### config.mk
export PLATFORM = sky130hd
export DESIGN_NAME = adcss_seq
export DESIGN_NICKNAME = d
export VERILOG_FILES = /design/src/logic/adcss_delay_table.v /design/src/logic/adcss_seq.v
export VERILOG_INCLUDE_DIRS = /design/src /design/src/logic
export SDC_FILE = /design/constraint.sdc
export NUM_CORES = 1
export LEC_CHECK = 0
export ABC_AREA = 1
export BUFFER_PORTS_ARGS = -buffer_cell sky130_fd_sc_hd__buf_2
export CORE_AREA = 10 10 135 150
export CTS_CLUSTER_DIAMETER = 150
export CTS_CLUSTER_SIZE = 12
export DETAILED_ROUTE_END_ITERATION = 16
export DIE_AREA = 0 0 145 160
export PLACE_DENSITY = 0.85
export SYNTH_ARGS = -nofsm -noshare
export SYNTH_HDL_FRONTEND = slang
export SYNTH_SLANG_ARGS = --single-unit
export TNS_END_PERCENT = 100
### constraint.sdc
create_clock -name clk -period 9 [get_ports clk]
set_input_delay 0.9 -clock clk [delete_from_list [all_inputs] [get_ports clk]]
set_output_delay 0.9 -clock clk [all_outputs]
set_load 0.02 [all_outputs]
### src/logic/adcss_consts.vh
// Constants for the channel-scan sequencer
`ifndef ADCSS_CONSTS_VH
`define ADCSS_CONSTS_VH
`define ADCSS_ADDR_GAP 4'h8
`define ADCSS_ADDR_SCAN 4'h7
`define ADCSS_ADDR_CFG0 4'h1
`define ADCSS_ADDR_CFG2 4'h3
`define ADCSS_ADDR_MUX 4'h6
`define ADCSS_ADDR_OFFS 4'h9
`define ADCSS_MUX_OFFSET 8'h88
`define ADCSS_MUX_VCM 8'hF8
`define ADCSS_MUX_SUPPLY 8'h98
`define ADCSS_MUX_TEMP 8'hDE
`define ADCSS_GAIN_THIRD 3'h0
`define ADCSS_GAIN_ONE 3'h1
`define ADCSS_RUN_SHDN 2'h0
`define ADCSS_RUN_STBY 2'h2
`define ADCSS_RUN_CONV 2'h3
`define ADCSS_WARMUP 24'h000100
`define ADCSS_DLY_LSB 20
`define ADCSS_DLY_MSB 22
`define ADCSS_RESTART_MCLK 2'h2
`define ADCSS_CH_OFFSET 4'hF
`define ADCSS_CH_VCM 4'hE
`define ADCSS_CH_SUPPLY 4'hD
`define ADCSS_CH_TEMP 4'hC
`endif

### src/logic/adcss_delay_table.v
// Inter-conversion delay code to divided-clock period count
module adcss_delay_table (
  input wire [2:0] inter_conversion_delay_code,
  output reg [9:0] delay_periods
);
  // Code 0 means no wait, else 8 shifted by code minus one
  always @* begin
    if (inter_conversion_delay_code == 3'h0) begin
      delay_periods = 10'h000;
    end else begin
      delay_periods = 10'h008 << (inter_conversion_delay_code - 3'h1);
    end
  end
endmodule

### src/logic/adcss_seq.v
// Channel-scan sequencer: monitor overrides, conversion delay, cycle gap timer
// Notes on behaviour
// - Supply channel forces code 0x98, gain third.
// - Overrides are temporary, registers read unchanged.
// - Temperature channel forces 0xDE, gain one.
// - Offset channel shorts mux output to ground.
// - Common-mode channel forces 0xF8, gain one.
// - Delay code selects 0 or 8..512 periods.
// - Delay only between conversions of one cycle.
// - Delay holds converter standby, field unchanged.
// - Mux switches to next input at delay start.
// - Continuous mode gap from 24-bit count 0x8.
// - Gap counter loads, counts down, relaunches at zero.
// - Gap above warm-up shuts converter down.
// - At count 256 converter powers up to warm.
// - Short gap keeps converter in standby.
// - Run state field reads 11 while scanning.
// - Setting writes during conversion restart it.
// - Channels converted from top mask bit down.
// - Restart takes effect two master clocks later.
// - Gap-count write during gap restarts sequence.
`include "adcss_consts.vh"
module adcss_seq #(
  parameter DIV = 4,
  parameter NCH = 16
) (
  input wire clk,
  input wire reset_n,
  input wire wr_en,
  input wire [3:0] wr_addr,
  input wire [23:0] wr_data,
  input wire rd_en,
  input wire [3:0] rd_addr,
  output reg [23:0] rd_data,
  input wire conv_done,
  output reg conv_start,
  output reg conv_abort,
  output reg [7:0] input_select_code,
  output reg [2:0] gain_code,
  output reg [1:0] run_state,
  output reg mux_short_to_ground,
  output reg [3:0] channel_id
);
  ////////////////////////////////////////////////////////////////
  // Reset release
  reg rst_a_q;
  reg rst_b_q;
  always @(posedge clk or negedge reset_n) begin
    if (!reset_n) begin
      rst_a_q <= 1'b0;
      rst_b_q <= 1'b0;
    end else begin
      rst_a_q <= 1'b1;
      rst_b_q <= rst_a_q;
    end
  end
  wire rst_n = rst_b_q;

  ////////////////////////////////////////////////////////////////
  // Divided master clock enable
  reg [7:0] div_q;
  wire divided_master_clock_en = (div_q == DIV - 1);
  always @(posedge clk or negedge rst_n) begin
    if (!rst_n) begin
      div_q <= 8'h00;
    end else if (divided_master_clock_en) begin
      div_q <= 8'h00;
    end else begin
      div_q <= div_q + 8'h01;
    end
  end

  ////////////////////////////////////////////////////////////////
  // Register store; values stay exactly as written
  reg [7:0] cfg0_q;
  reg [23:0] scan_q;
  reg [23:0] gap_q;
  reg [7:0] mux_q;
  reg [23:0] offset_correction_q;
  reg [1:0] adc_mode_q;
  reg [2:0] gain_q;
  wire scan_mode = |scan_q[NCH-1:0];
  wire [2:0] inter_conversion_delay_code = scan_q[`ADCSS_DLY_MSB:`ADCSS_DLY_LSB];
  // Host applies its own offset correction by writing the negated value
  always @(posedge clk or negedge rst_n) begin
    if (!rst_n) begin
      cfg0_q <= 8'h00;
      scan_q <= 24'h000000;
      gap_q <= 24'h000000;
      mux_q <= 8'h01;
      offset_correction_q <= 24'h000000;
      adc_mode_q <= 2'h0;
      gain_q <= 3'h1;
    end else if (wr_en) begin
      case (wr_addr)
        `ADCSS_ADDR_CFG0: begin
          cfg0_q <= wr_data[7:0];
          adc_mode_q <= wr_data[1:0];
        end
        `ADCSS_ADDR_CFG2: gain_q <= wr_data[5:3];
        `ADCSS_ADDR_MUX: mux_q <= wr_data[7:0];
        `ADCSS_ADDR_SCAN: scan_q <= wr_data;
        `ADCSS_ADDR_GAP: gap_q <= wr_data;
        `ADCSS_ADDR_OFFS: offset_correction_q <= wr_data;
        default: begin
        end
      endcase
    end
  end

  ////////////////////////////////////////////////////////////////
  // Sequencer state
  localparam [2:0] S_IDLE = 3'h0;
  localparam [2:0] S_SYNC = 3'h1;
  localparam [2:0] S_CONV = 3'h2;
  localparam [2:0] S_DLY = 3'h3;
  localparam [2:0] S_GAP = 3'h4;
  reg [2:0] state_q;
  reg [3:0] ch_q;
  reg [23:0] cnt_q;
  reg [1:0] sync_q;
  reg long_gap_q;
  reg warm_q;
  wire [9:0] delay_periods;

  adcss_delay_table u_dly (
    .inter_conversion_delay_code(inter_conversion_delay_code),
    .delay_periods(delay_periods)
  );

  // Highest enabled channel strictly below a position, one generate per bit
  wire [NCH-1:0] below_cur;
  wire [NCH-1:0] enabled = scan_q[NCH-1:0];
  genvar gi;
  generate
    for (gi = 0; gi < NCH; gi = gi + 1) begin : g_mask
      assign below_cur[gi] = enabled[gi] && (gi < ch_q);
    end
  endgenerate
  reg [3:0] next_ch;
  reg has_next;
  reg [3:0] first_ch;
  integer k;
  // Priority from top mask bit downwards
  always @* begin
    next_ch = 4'h0;
    has_next = 1'b0;
    first_ch = 4'h0;
    for (k = 0; k < NCH; k = k + 1) begin
      if (below_cur[k]) begin
        next_ch = k[3:0];
        has_next = 1'b1;
      end
      if (enabled[k]) begin
        first_ch = k[3:0];
      end
    end
  end

  // Write-triggered restarts
  wire scanning = scan_mode && (adc_mode_q == `ADCSS_RUN_CONV) && (state_q != S_IDLE);
  wire wr_setting = wr_en && ((wr_addr == `ADCSS_ADDR_CFG0) || (wr_addr == `ADCSS_ADDR_CFG2));
  wire wr_start = wr_en && (wr_addr == `ADCSS_ADDR_CFG0) && (wr_data[1:0] == `ADCSS_RUN_CONV);
  wire wr_stop = wr_en && (wr_addr == `ADCSS_ADDR_CFG0) && (wr_data[1:0] != `ADCSS_RUN_CONV);
  wire wr_scan = wr_en && (wr_addr == `ADCSS_ADDR_SCAN);
  wire wr_gap_in_gap = wr_en && (wr_addr == `ADCSS_ADDR_GAP) && (state_q == S_GAP);
  wire wr_dly_in_conv = wr_scan && (state_q == S_CONV);
  wire full_restart = (wr_start && (state_q == S_IDLE)) || wr_gap_in_gap
    || (wr_scan && (state_q != S_GAP) && (state_q != S_IDLE));
  wire conv_restart = (wr_setting && !wr_stop && (state_q == S_CONV));
  wire continuous = (cfg0_q[7:6] == 2'h3);

  // Main sequencing process
  always @(posedge clk or negedge rst_n) begin
    if (!rst_n) begin
      state_q <= S_IDLE;
      ch_q <= 4'h0;
      cnt_q <= 24'h000000;
      sync_q <= 2'h0;
      long_gap_q <= 1'b0;
      warm_q <= 1'b0;
      conv_start <= 1'b0;
      conv_abort <= 1'b0;
    end else begin
      conv_start <= 1'b0;
      conv_abort <= 1'b0;
      if (wr_stop && (state_q != S_IDLE)) begin
        state_q <= S_IDLE;
        conv_abort <= 1'b1;
      end else if (full_restart && scan_mode) begin
        // Restart held back two master clocks to stay aligned
        state_q <= S_SYNC;
        ch_q <= first_ch;
        sync_q <= `ADCSS_RESTART_MCLK;
        conv_abort <= (state_q == S_CONV);
      end else if (conv_restart || wr_dly_in_conv) begin
        state_q <= S_SYNC;
        sync_q <= `ADCSS_RESTART_MCLK;
        conv_abort <= 1'b1;
      end else begin
        case (state_q)
          S_IDLE: begin
          end
          S_SYNC: begin
            if (sync_q == 2'h1) begin
              state_q <= S_CONV;
              conv_start <= 1'b1;
            end
            sync_q <= sync_q - 2'h1;
          end
          S_CONV: begin
            if (conv_done) begin
              if (has_next) begin
                // Mux moves to next input now, giving the delay to settle
                ch_q <= next_ch;
                if (delay_periods == 10'h000) begin
                  // One sync cycle lets the new mux code land in the same cycle as the start
                  state_q <= S_SYNC;
                  sync_q <= 2'h1;
                end else begin
                  state_q <= S_DLY;
                  cnt_q <= {14'h0000, delay_periods};
                end
              end else if (continuous) begin
                state_q <= S_GAP;
                ch_q <= first_ch;
                cnt_q <= gap_q;
                long_gap_q <= (gap_q > `ADCSS_WARMUP);
                warm_q <= 1'b0;
              end else begin
                state_q <= S_IDLE;
              end
            end
          end
          S_DLY: begin
            if (divided_master_clock_en) begin
              if (cnt_q == 24'h000001) begin
                state_q <= S_CONV;
                conv_start <= 1'b1;
              end
              cnt_q <= cnt_q - 24'h000001;
            end
          end
          S_GAP: begin
            if (cnt_q == 24'h000000) begin
              state_q <= S_CONV;
              conv_start <= 1'b1;
            end else if (divided_master_clock_en) begin
              if (cnt_q == `ADCSS_WARMUP) begin
                warm_q <= 1'b1;
              end
              cnt_q <= cnt_q - 24'h000001;
            end
          end
          default: state_q <= S_IDLE;
        endcase
      end
    end
  end

  ////////////////////////////////////////////////////////////////
  // Per-conversion analog settings; stored fields never touched
  always @(posedge clk or negedge rst_n) begin
    if (!rst_n) begin
      input_select_code <= 8'h01;
      gain_code <= 3'h1;
      mux_short_to_ground <= 1'b0;
      channel_id <= 4'h0;
    end else begin
      channel_id <= ch_q;
      mux_short_to_ground <= 1'b0;
      gain_code <= gain_q;
      if (!scan_mode) begin
        input_select_code <= mux_q;
      end else begin
        case (ch_q)
          `ADCSS_CH_OFFSET: begin
            input_select_code <= `ADCSS_MUX_OFFSET;
            mux_short_to_ground <= 1'b1;
          end
          `ADCSS_CH_VCM: begin
            input_select_code <= `ADCSS_MUX_VCM;
            gain_code <= `ADCSS_GAIN_ONE;
          end
          `ADCSS_CH_SUPPLY: begin
            input_select_code <= `ADCSS_MUX_SUPPLY;
            gain_code <= `ADCSS_GAIN_THIRD;
          end
          `ADCSS_CH_TEMP: begin
            input_select_code <= `ADCSS_MUX_TEMP;
            gain_code <= `ADCSS_GAIN_ONE;
          end
          default: begin
            // Differential pairs for 8..11, single-ended against ground below
            if (ch_q[3]) begin
              input_select_code <= {1'b0, ch_q[1:0], 1'b0, 1'b0, ch_q[1:0], 1'b1} + 8'h00;
            end else begin
              input_select_code <= {1'b0, ch_q[2:0], 4'h8};
            end
          end
        endcase
      end
    end
  end

  ////////////////////////////////////////////////////////////////
  // Internal power state
  always @(posedge clk or negedge rst_n) begin
    if (!rst_n) begin
      run_state <= `ADCSS_RUN_SHDN;
    end else begin
      case (state_q)
        S_CONV, S_SYNC: run_state <= `ADCSS_RUN_CONV;
        S_DLY: run_state <= `ADCSS_RUN_STBY;
        S_GAP: begin
          if (!long_gap_q) begin
            run_state <= `ADCSS_RUN_STBY;
          end else if (warm_q) begin
            run_state <= `ADCSS_RUN_CONV;
          end else begin
            run_state <= `ADCSS_RUN_SHDN;
          end
        end
        default: run_state <= adc_mode_q;
      endcase
    end
  end

  ////////////////////////////////////////////////////////////////
  // Register readback; run-state field shows 11 whenever scanning
  always @(posedge clk or negedge rst_n) begin
    if (!rst_n) begin
      rd_data <= 24'h000000;
    end else if (rd_en) begin
      case (rd_addr)
        `ADCSS_ADDR_CFG0: rd_data <= {16'h0000, cfg0_q[7:2], (scanning ? `ADCSS_RUN_CONV : cfg0_q[1:0])};
        `ADCSS_ADDR_CFG2: rd_data <= {18'h00000, gain_q, 3'h0};
        `ADCSS_ADDR_MUX: rd_data <= {16'h0000, mux_q};
        `ADCSS_ADDR_SCAN: rd_data <= scan_q;
        `ADCSS_ADDR_GAP: rd_data <= gap_q;
        `ADCSS_ADDR_OFFS: rd_data <= offset_correction_q;
        default: rd_data <= 24'h000000;
      endcase
    end
  end
endmodule

# --- After elaboration in Yosys (flattened, before gate mapping) ---
# Index checks and enable logic that the tools add are counted.
totals:
  output_inout_bits: 44
  regBits: 182
  inputBits: 37
  word_cells: 266
op_classes:
  bitwise: 4
  order_cmp: 16
  n_mux: 107
  reduce_logical: 63
  n_shift: 1
  n_addsub: 4
  eq_ne: 47
op_table:
  columns: ["cell", "n"]
  rows:
  - ["$mux 24", 6]
  - ["$pmux 24 s6", 1]
  - ["$mux 4", 33]
  - ["$pmux 24 s3", 1]
  - ["$mux 1", 35]
  - ["$mux 3", 11]
  - ["$eq 4x4->1 const B", 8]
  - ["$logic_and 1x1->1", 32]
  - ["$pmux 8 s4", 1]
  - ["$lt 4x4->1 const A", 7]
  - ["$eq 24x1->1 const B", 1]
  - ["$eq 24x9->1 const B", 1]
  - ["$gt 24x9->1 const B", 1]
  - ["$logic_not 24->1", 1]
  - ["$sub 24x1->24 const B", 1]
  - ["$mux 2", 9]
  - ["$eq 4x3->1 const B", 4]
  - ["$lt 3x4->1 const A", 4]
  - ["$mux 8", 2]
  - ["$reduce_or 16->1", 1]
  - ["$ne 5x5->1 const B", 3]
  - ["$pmux 3 s5", 1]
  - ["$ne 2x2->1 const B", 7]
  - ["$reduce_and 2->1", 6]
  - ["41 further kinds", 65]

# --- Logic depth before layout (Yosys ltp) ---
depth:
  ltp_word: 23
  mapped_depth: 18
  mapped_depth_nobuf: 17

# --- Hierarchy ---
# Synthesis repeated with hierarchy kept, for this count alone.
unflattened:
  cells_unflattened: 1171
  hier_area_um2: 9322.7
modules_own_cells:
  columns: ["mod", "cells_each", "seq_area_each_um2", "area_each_um2", "instances"]
  rows:
  - ["adcss_seq", 1153, 4509.3, 9243.9, 1]
  - ["adcss_delay_table", 18, 0.0, 78.8, 1]

# --- Worst setup path before layout ---
# OpenSTA, ideal clock, no wires.
synth_path:
  path_kind: "input to register"
  startpoint: "input wr_en"
  endpoint: "register cnt_q[16]"
  slack_ps: 6750
  setup_time_ps: 122
  path_stages: 14
  arrival_ps: 2128
  required_ps: 8878
  path_buffers: 1
  cell_sequence: "inv_1 > nor2_2 > nand2_1 > nor2_2 > nand2_1 > nand2_1 > nand2_1 > nand2_1 > nand3_1 > nor3_2 > nand2_4 > buf_4 > nand2_1 > o21ai_1"
synth_between:
  elab_chain_len: 8
  word_cells_on_any_way: 23
  classes_between: "bitwise: 3; reduce/logical: 20"
synth_lines:
  columns: ["item", "line_no", "text"]
  rows:
  - ["start: declaration", "adcss_seq.v:29", "input wire wr_en,"]
  - ["$logic_and 1x1->1", "adcss_seq.v:163, adcss_seq.v:164", null]
  - ["$logic_and 1x1->1 (on tied branches)", "adcss_seq.v:164, adcss_seq.v:163", null]
  - ["$logic_not 1->1 / $logic_and 1x1->1 (equally long branches)", "adcss_seq.v:170, adcss_seq.v:168", null]
  - ["$logic_and 1x1->1 / $logic_or 1x1->1 (equally long branches)", "adcss_seq.v:170, adcss_seq.v:168", null]
  - ["$logic_and 1x1->1 / $logic_or 1x1->1 (equally long branches)", "adcss_seq.v:170, adcss_seq.v:169", null]
  - ["$logic_or 1x1->1 / $logic_and 1x1->1 (equally long branches)", "adcss_seq.v:196, adcss_seq.v:190", null]
  - ["$not 1->1 (no source line)", null, null]
  - ["$reduce_and 8->1 (no source line) *", null, null]
  - ["end signal: assignment", "adcss_seq.v:222", "cnt_q <= {14'h0000, delay_periods};"]
  - ["end signal: assignment", "adcss_seq.v:227", "cnt_q <= gap_q;"]
  - ["end signal: assignment", "adcss_seq.v:241", "cnt_q <= cnt_q - 24'h000001;"]
  - ["end: declaration", "adcss_seq.v:120", "reg [23:0] cnt_q;"]
# Mark *: on every way between the ends. The rest lies on a longest branch, timed or not.
# A chain may end at the register's enable or synchronous reset.

# --- Worst setup path in the final report ---
layout_path:
  startpoint: "input rd_addr[1]"
  endpoint: "register rd_data[4]"
layout_between:
  elab_chain_len: 2
  word_cells_on_any_way: 7
  classes_between: "eq/ne: 6; mux: 1"
layout_lines:
  columns: ["item", "line_no", "text"]
  rows:
  - ["start: declaration", "adcss_seq.v:33", "input wire [3:0] rd_addr,"]
  - ["$eq 4x4->1 (tied with other cells)", "adcss_seq.v:335", "case (rd_addr)"]
  - ["$pmux 24 s6 *", "adcss_seq.v:335", null]
  - ["end signal: assignment", "adcss_seq.v:336", "`ADCSS_ADDR_CFG0: rd_data <= {16'h0000, cfg0_q[7:2], (scanning ? `ADCSS_RUN_CONV : cfg0_q[1:0])};"]
  - ["end signal: assignment", "adcss_seq.v:337", "`ADCSS_ADDR_CFG2: rd_data <= {18'h00000, gain_q, 3'h0};"]
  - ["end signal: assignment", "adcss_seq.v:338", "`ADCSS_ADDR_MUX: rd_data <= {16'h0000, mux_q};"]
  - ["end: declaration", "adcss_seq.v:34", "output reg [23:0] rd_data,"]
# Marks and branches as above.

==> flow_summary_export.csv <==
group,metric,value,unit
synth,postSynthRegisterBits,180,
power_and_ir_drop,sw_frac_of_total,43.9,%
drt,dr.pass1.iters,6,
synth,synth_cell_type_count,55,
worst_setup_path,reg2reg_slack,6.40,ns
placement,numPortBuffers,80,
run_status,run_status,"finished, final reports clean",
timing,number_of_hold_violations_in_the_final_report,0,
final_layout,fraction_of_final_layout_cells_sized_beyond_drive_strength_1,14.8,%
global_route,first_global_vias,8398,
final_layout,finalNetCount,1303,
final_layout,fillers,1477,
worst_setup_path,worstPathCellList,"buf_2 -> nor2_1 -> nand2_1 -> nor2_1 -> clkinv_1 -> o22ai_1 -> a2111oi_0 -> o21ai_0",
timing,grt_setup_unrepaired,"false",
drt,route.antenna.remaining_nets,0,
worst_setup_path,critPathRequiredTime,9.36,ns
worst_setup_path,critical_path.most_common_cell,"nor2_1",
timing,final.period_utilization,30.9,%
global_route,grt_first_pass_wirelength,42.0,mm
worst_setup_path,criticalPathCategory,"in2reg",
synth,synth-edff-count,0,
timing,setup-tns-final,0,ns
floorplan,dieHeight,160,um
worst_setup_path,end_kind,"register",
timing,worst_pin_slew,0.994,ns
synth,synthArstFlopShare,100,%
synth,ys_warn_count,0,
synth,synthCells,1192,
clock_tree,clkTransAtPathRegs,0.08,ns
clock_tree,htreeDepth,4,
worst_setup_path,worst_setup_path_start_kind,"input pin",
floorplan,placementRows,51,
power_and_ir_drop,combPwrFrac,38.3,%
global_route,gr-total-overflow,0,
floorplan,core-area,17300,sq um
final_layout,multiInputGateArea,4000,sq um
power_and_ir_drop,power.share.sequential,37.5,%
worst_setup_path,critical_path_arrival,3.15,ns
clock_tree,buffers_inserted_by_post_cts_timing_repair,0,
power_and_ir_drop,p_switching,1390,uW
timing,relSlewSlack,33.6,%
timing,fin_worst_skew,0.0145,ns
worst_setup_path,cp_top_family,"buffers and inverters",
floorplan,fp.dieW,145,um
drt,detail_route.drc_violations,0,
synth,number_of_nets_produced_by_synthesis,1234,
worst_setup_path,worst_path_max_delay_cell,"clkinv_1",
power_and_ir_drop,clock_share_of_power,24.2,%
power_and_ir_drop,cell_internal_pwr,1770,uW
placement,finalWeightedCongestion,0.920,
final_layout,area_delta_synth_final,12.9,%
clock_tree,cts-resized-gates,0,
final_layout,most_used_cells_in_the_layout_excluding_fill_and_tap_cells,"335 x nand2_1, 175 x dfrtp_1, 139 x inv_1, 136 x o21ai_0, 83 x nor2_1",
power_and_ir_drop,vdd_ir_drop_max,0.168,mV
global_route,grtUsageTotal,22.0,%
clock_tree,tritoncts.num_buffers,17,
worst_setup_path,reg2reg_depth,11,
clock_tree,cts.hold.buffers_added,0,
final_layout,antennaDiodeCount,0,
final_layout,mostFrequentLayoutCell,"nand2_1",
drt,drt_total_wl,25.7,mm
timing,slew_violations,0,
power_and_ir_drop,power_per_cell_area,301,nW/um^2
power_and_ir_drop,static-leakage-power,0.00524,uW
drt,routed-via-count,8620,
final_layout,final_core_util,60.7,%
synth,synth-seq-area-share,48.5,%
timing,hold-worst-slack,0.219,ns
timing,setup_viol,0,
timing,fmax,359,MHz
drt,drt_initial_violations,901,
global_route,grt_start_max_net_pins,81,
drt,post_drt_via_cell_ratio,5.70,
flow_run,drv_cap,0,
drt,wl_per_cell,17.0,um
placement,place_hpwl,18.9,mm
timing,final.setup.worst_slack,6.21,ns
worst_setup_path,critical_path.reg2reg.startpoint,"ch_q[3]$_DFFE_PN0P_",
synth,yosys_most_used_dff,"dfrtp_1",
final_layout,layout.area.seq,4510,sq um
synth,avgSynthCellArea,7.79,sq um
clock_tree,tritoncts_clock_tree,"yes",
synth,combined_area_of_all_synthesized_cells,9290,sq um
clock_tree,clock_tree.buffer_depth,2,
global_route,grt_antenna_before_repair,0,
worst_setup_path,cp.buffers_inverters,2,
worst_setup_path,critPathMaxStageDelay,0.73,ns
placement,pre_cts_ws,5.90,ns
timing,period_minus_slack,2.79,ns
clock_tree,clkSinkCount,180,
floorplan,effective_utilization_at_floorplan,53.7,%
worst_hold_path,hold_path.class,"in2async",
clock_tree,clkLatencyLatePin,0.45,ns
worst_setup_path,rr_endpoint,"cnt_q[10]$_DFFE_PN0P_",
floorplan,floorplan.io_pins,81,
floorplan,die-area,23200,sq um
clock_tree,cts_root_buf,"clkbuf_16",
worst_setup_path,worst-path-max-fanout,17,
## worst max-delay path by stage
stage / startpoint / end / slack (ns) / cells past startpoint
finish: rd_addr[1] / rd_data[4]$_DFFE_PN0P_ / 6.21 / 8
global route: wr_addr[3] / cnt_q[8]$_DFFE_PN0P_ / 6.11 / 14
CTS: rd_addr[1] / rd_data[4]$_DFFE_PN0P_ / 6.32 / 8
detailed placement: rd_addr[1] / rd_data[10]$_DFFE_PN0P_ / 5.90 / 8
global placement: rd_addr[1] / rd_data[4]$_DFFE_PN0P_ / 5.91 / 8
floorplan: rst_b_q$_DFF_PN0_ / cfg0_q[0]$_DFFE_PN0P_ / 3.62 / 0
## sequential cells by signal (all words and copies together), names as in the netlist, 8 cells and up
| register | flops |
|---|---|
| offset_correction_q | 24 |
| input_select_code | 8 |
| mux_q | 8 |
| rd_data | 24 |
| cnt_q | 24 |
| gap_q | 24 |
| scan_q | 24 |
| cfg0_q | 8 |
| div_q | 8 |
## power by group through the flow
| stage | Clock, uW | Sequential [uW] | Combinational, uW |
|---|---|---|---|
| floorplan | 0 | 1200 | 889 |
| global placement | 0 | 1190 | 1170 |
| detailed placement | 0 | 1190 | 1190 |
| CTS | 772 | 1180 | 1200 |
| global route | 808 | 1210 | 1360 |
| finish | 766 | 1180 | 1210 |
## cells in the mapped netlist (7+ instances only)
cell type | instances | area [sq um]
a21oi_1 | 48 | 240
a31oi_1 | 9 | 56.3
clkbuf_1 | 28 | 105
dfrtp_1 | 176 | 4400
inv_1 | 139 | 522
inv_2 | 12 | 45.0
nand2_1 | 335 | 1260
nand2_2 | 7 | 43.8
nand3_1 | 47 | 235
nand4_1 | 12 | 75.1
nor2_1 | 85 | 319
nor2_2 | 7 | 43.8
nor3_1 | 23 | 115
o21ai_0 | 136 | 681
o21ai_1 | 11 | 55.1
o21ai_2 | 11 | 96.3
o22ai_1 | 14 | 87.6
xor2_1 | 11 | 96.3
## worst register-to-register path, delay by kind of cell (launching register included)
kind / cells / cell delay, ns
flip-flops: 1 / 0.55
AO/OA/AOI/OAI: 2 / 0.31
buffers and inverters: 2 / 0.27
AND/OR/NAND/NOR: 7 / 1.38
## through the flow
| stage | area, sq um | cells | power [uW] |
|---|---|---|---|
| after global placement | 9860 | 1480 | 2360 |
| after floorplan | 9290 | 1192 | 2090 |
| after detailed placement | 9860 | 1480 | 2380 |
| after global routing | 10500 | 1512 | 3380 |
| after CTS | 10500 | 1512 | 3160 |
| final | 10500 | 1512 | 3160 |
## final cells by class
cell class              count  area share [%]
multi-input cells         819            38.1
clock inverters            15            1.91
clock buffers              17            4.06
inverters                 155            5.64
well taps                 238            2.84
flip-flops and latches    180            43.0
repair buffers             88            4.39
## per-layer routing
metal / share of wire [%] / routed length (um) / GRT usage [%] / vias to the layer above
li1: - / - / - / 4021
met1: 41 / 10500 / 27.7 / 4066
met2: 47 / 12100 / 35.4 / 455
met3: 8.3 / 2120 / 4.47 / 78
met4: 3.8 / 967 / 10.5 / 0
met5: 0 / 0 / 0 / -
## cells by family after synthesis
logic type	synth area share, %
xor+xnor	1.13
simple gates	25.1
buf+inv	8.52
other cells	0.0404
flops	48.5
mux	0.364
fa+ha+maj	0.673
compound gates	15.6
Power figures use the tool's default switching activity.
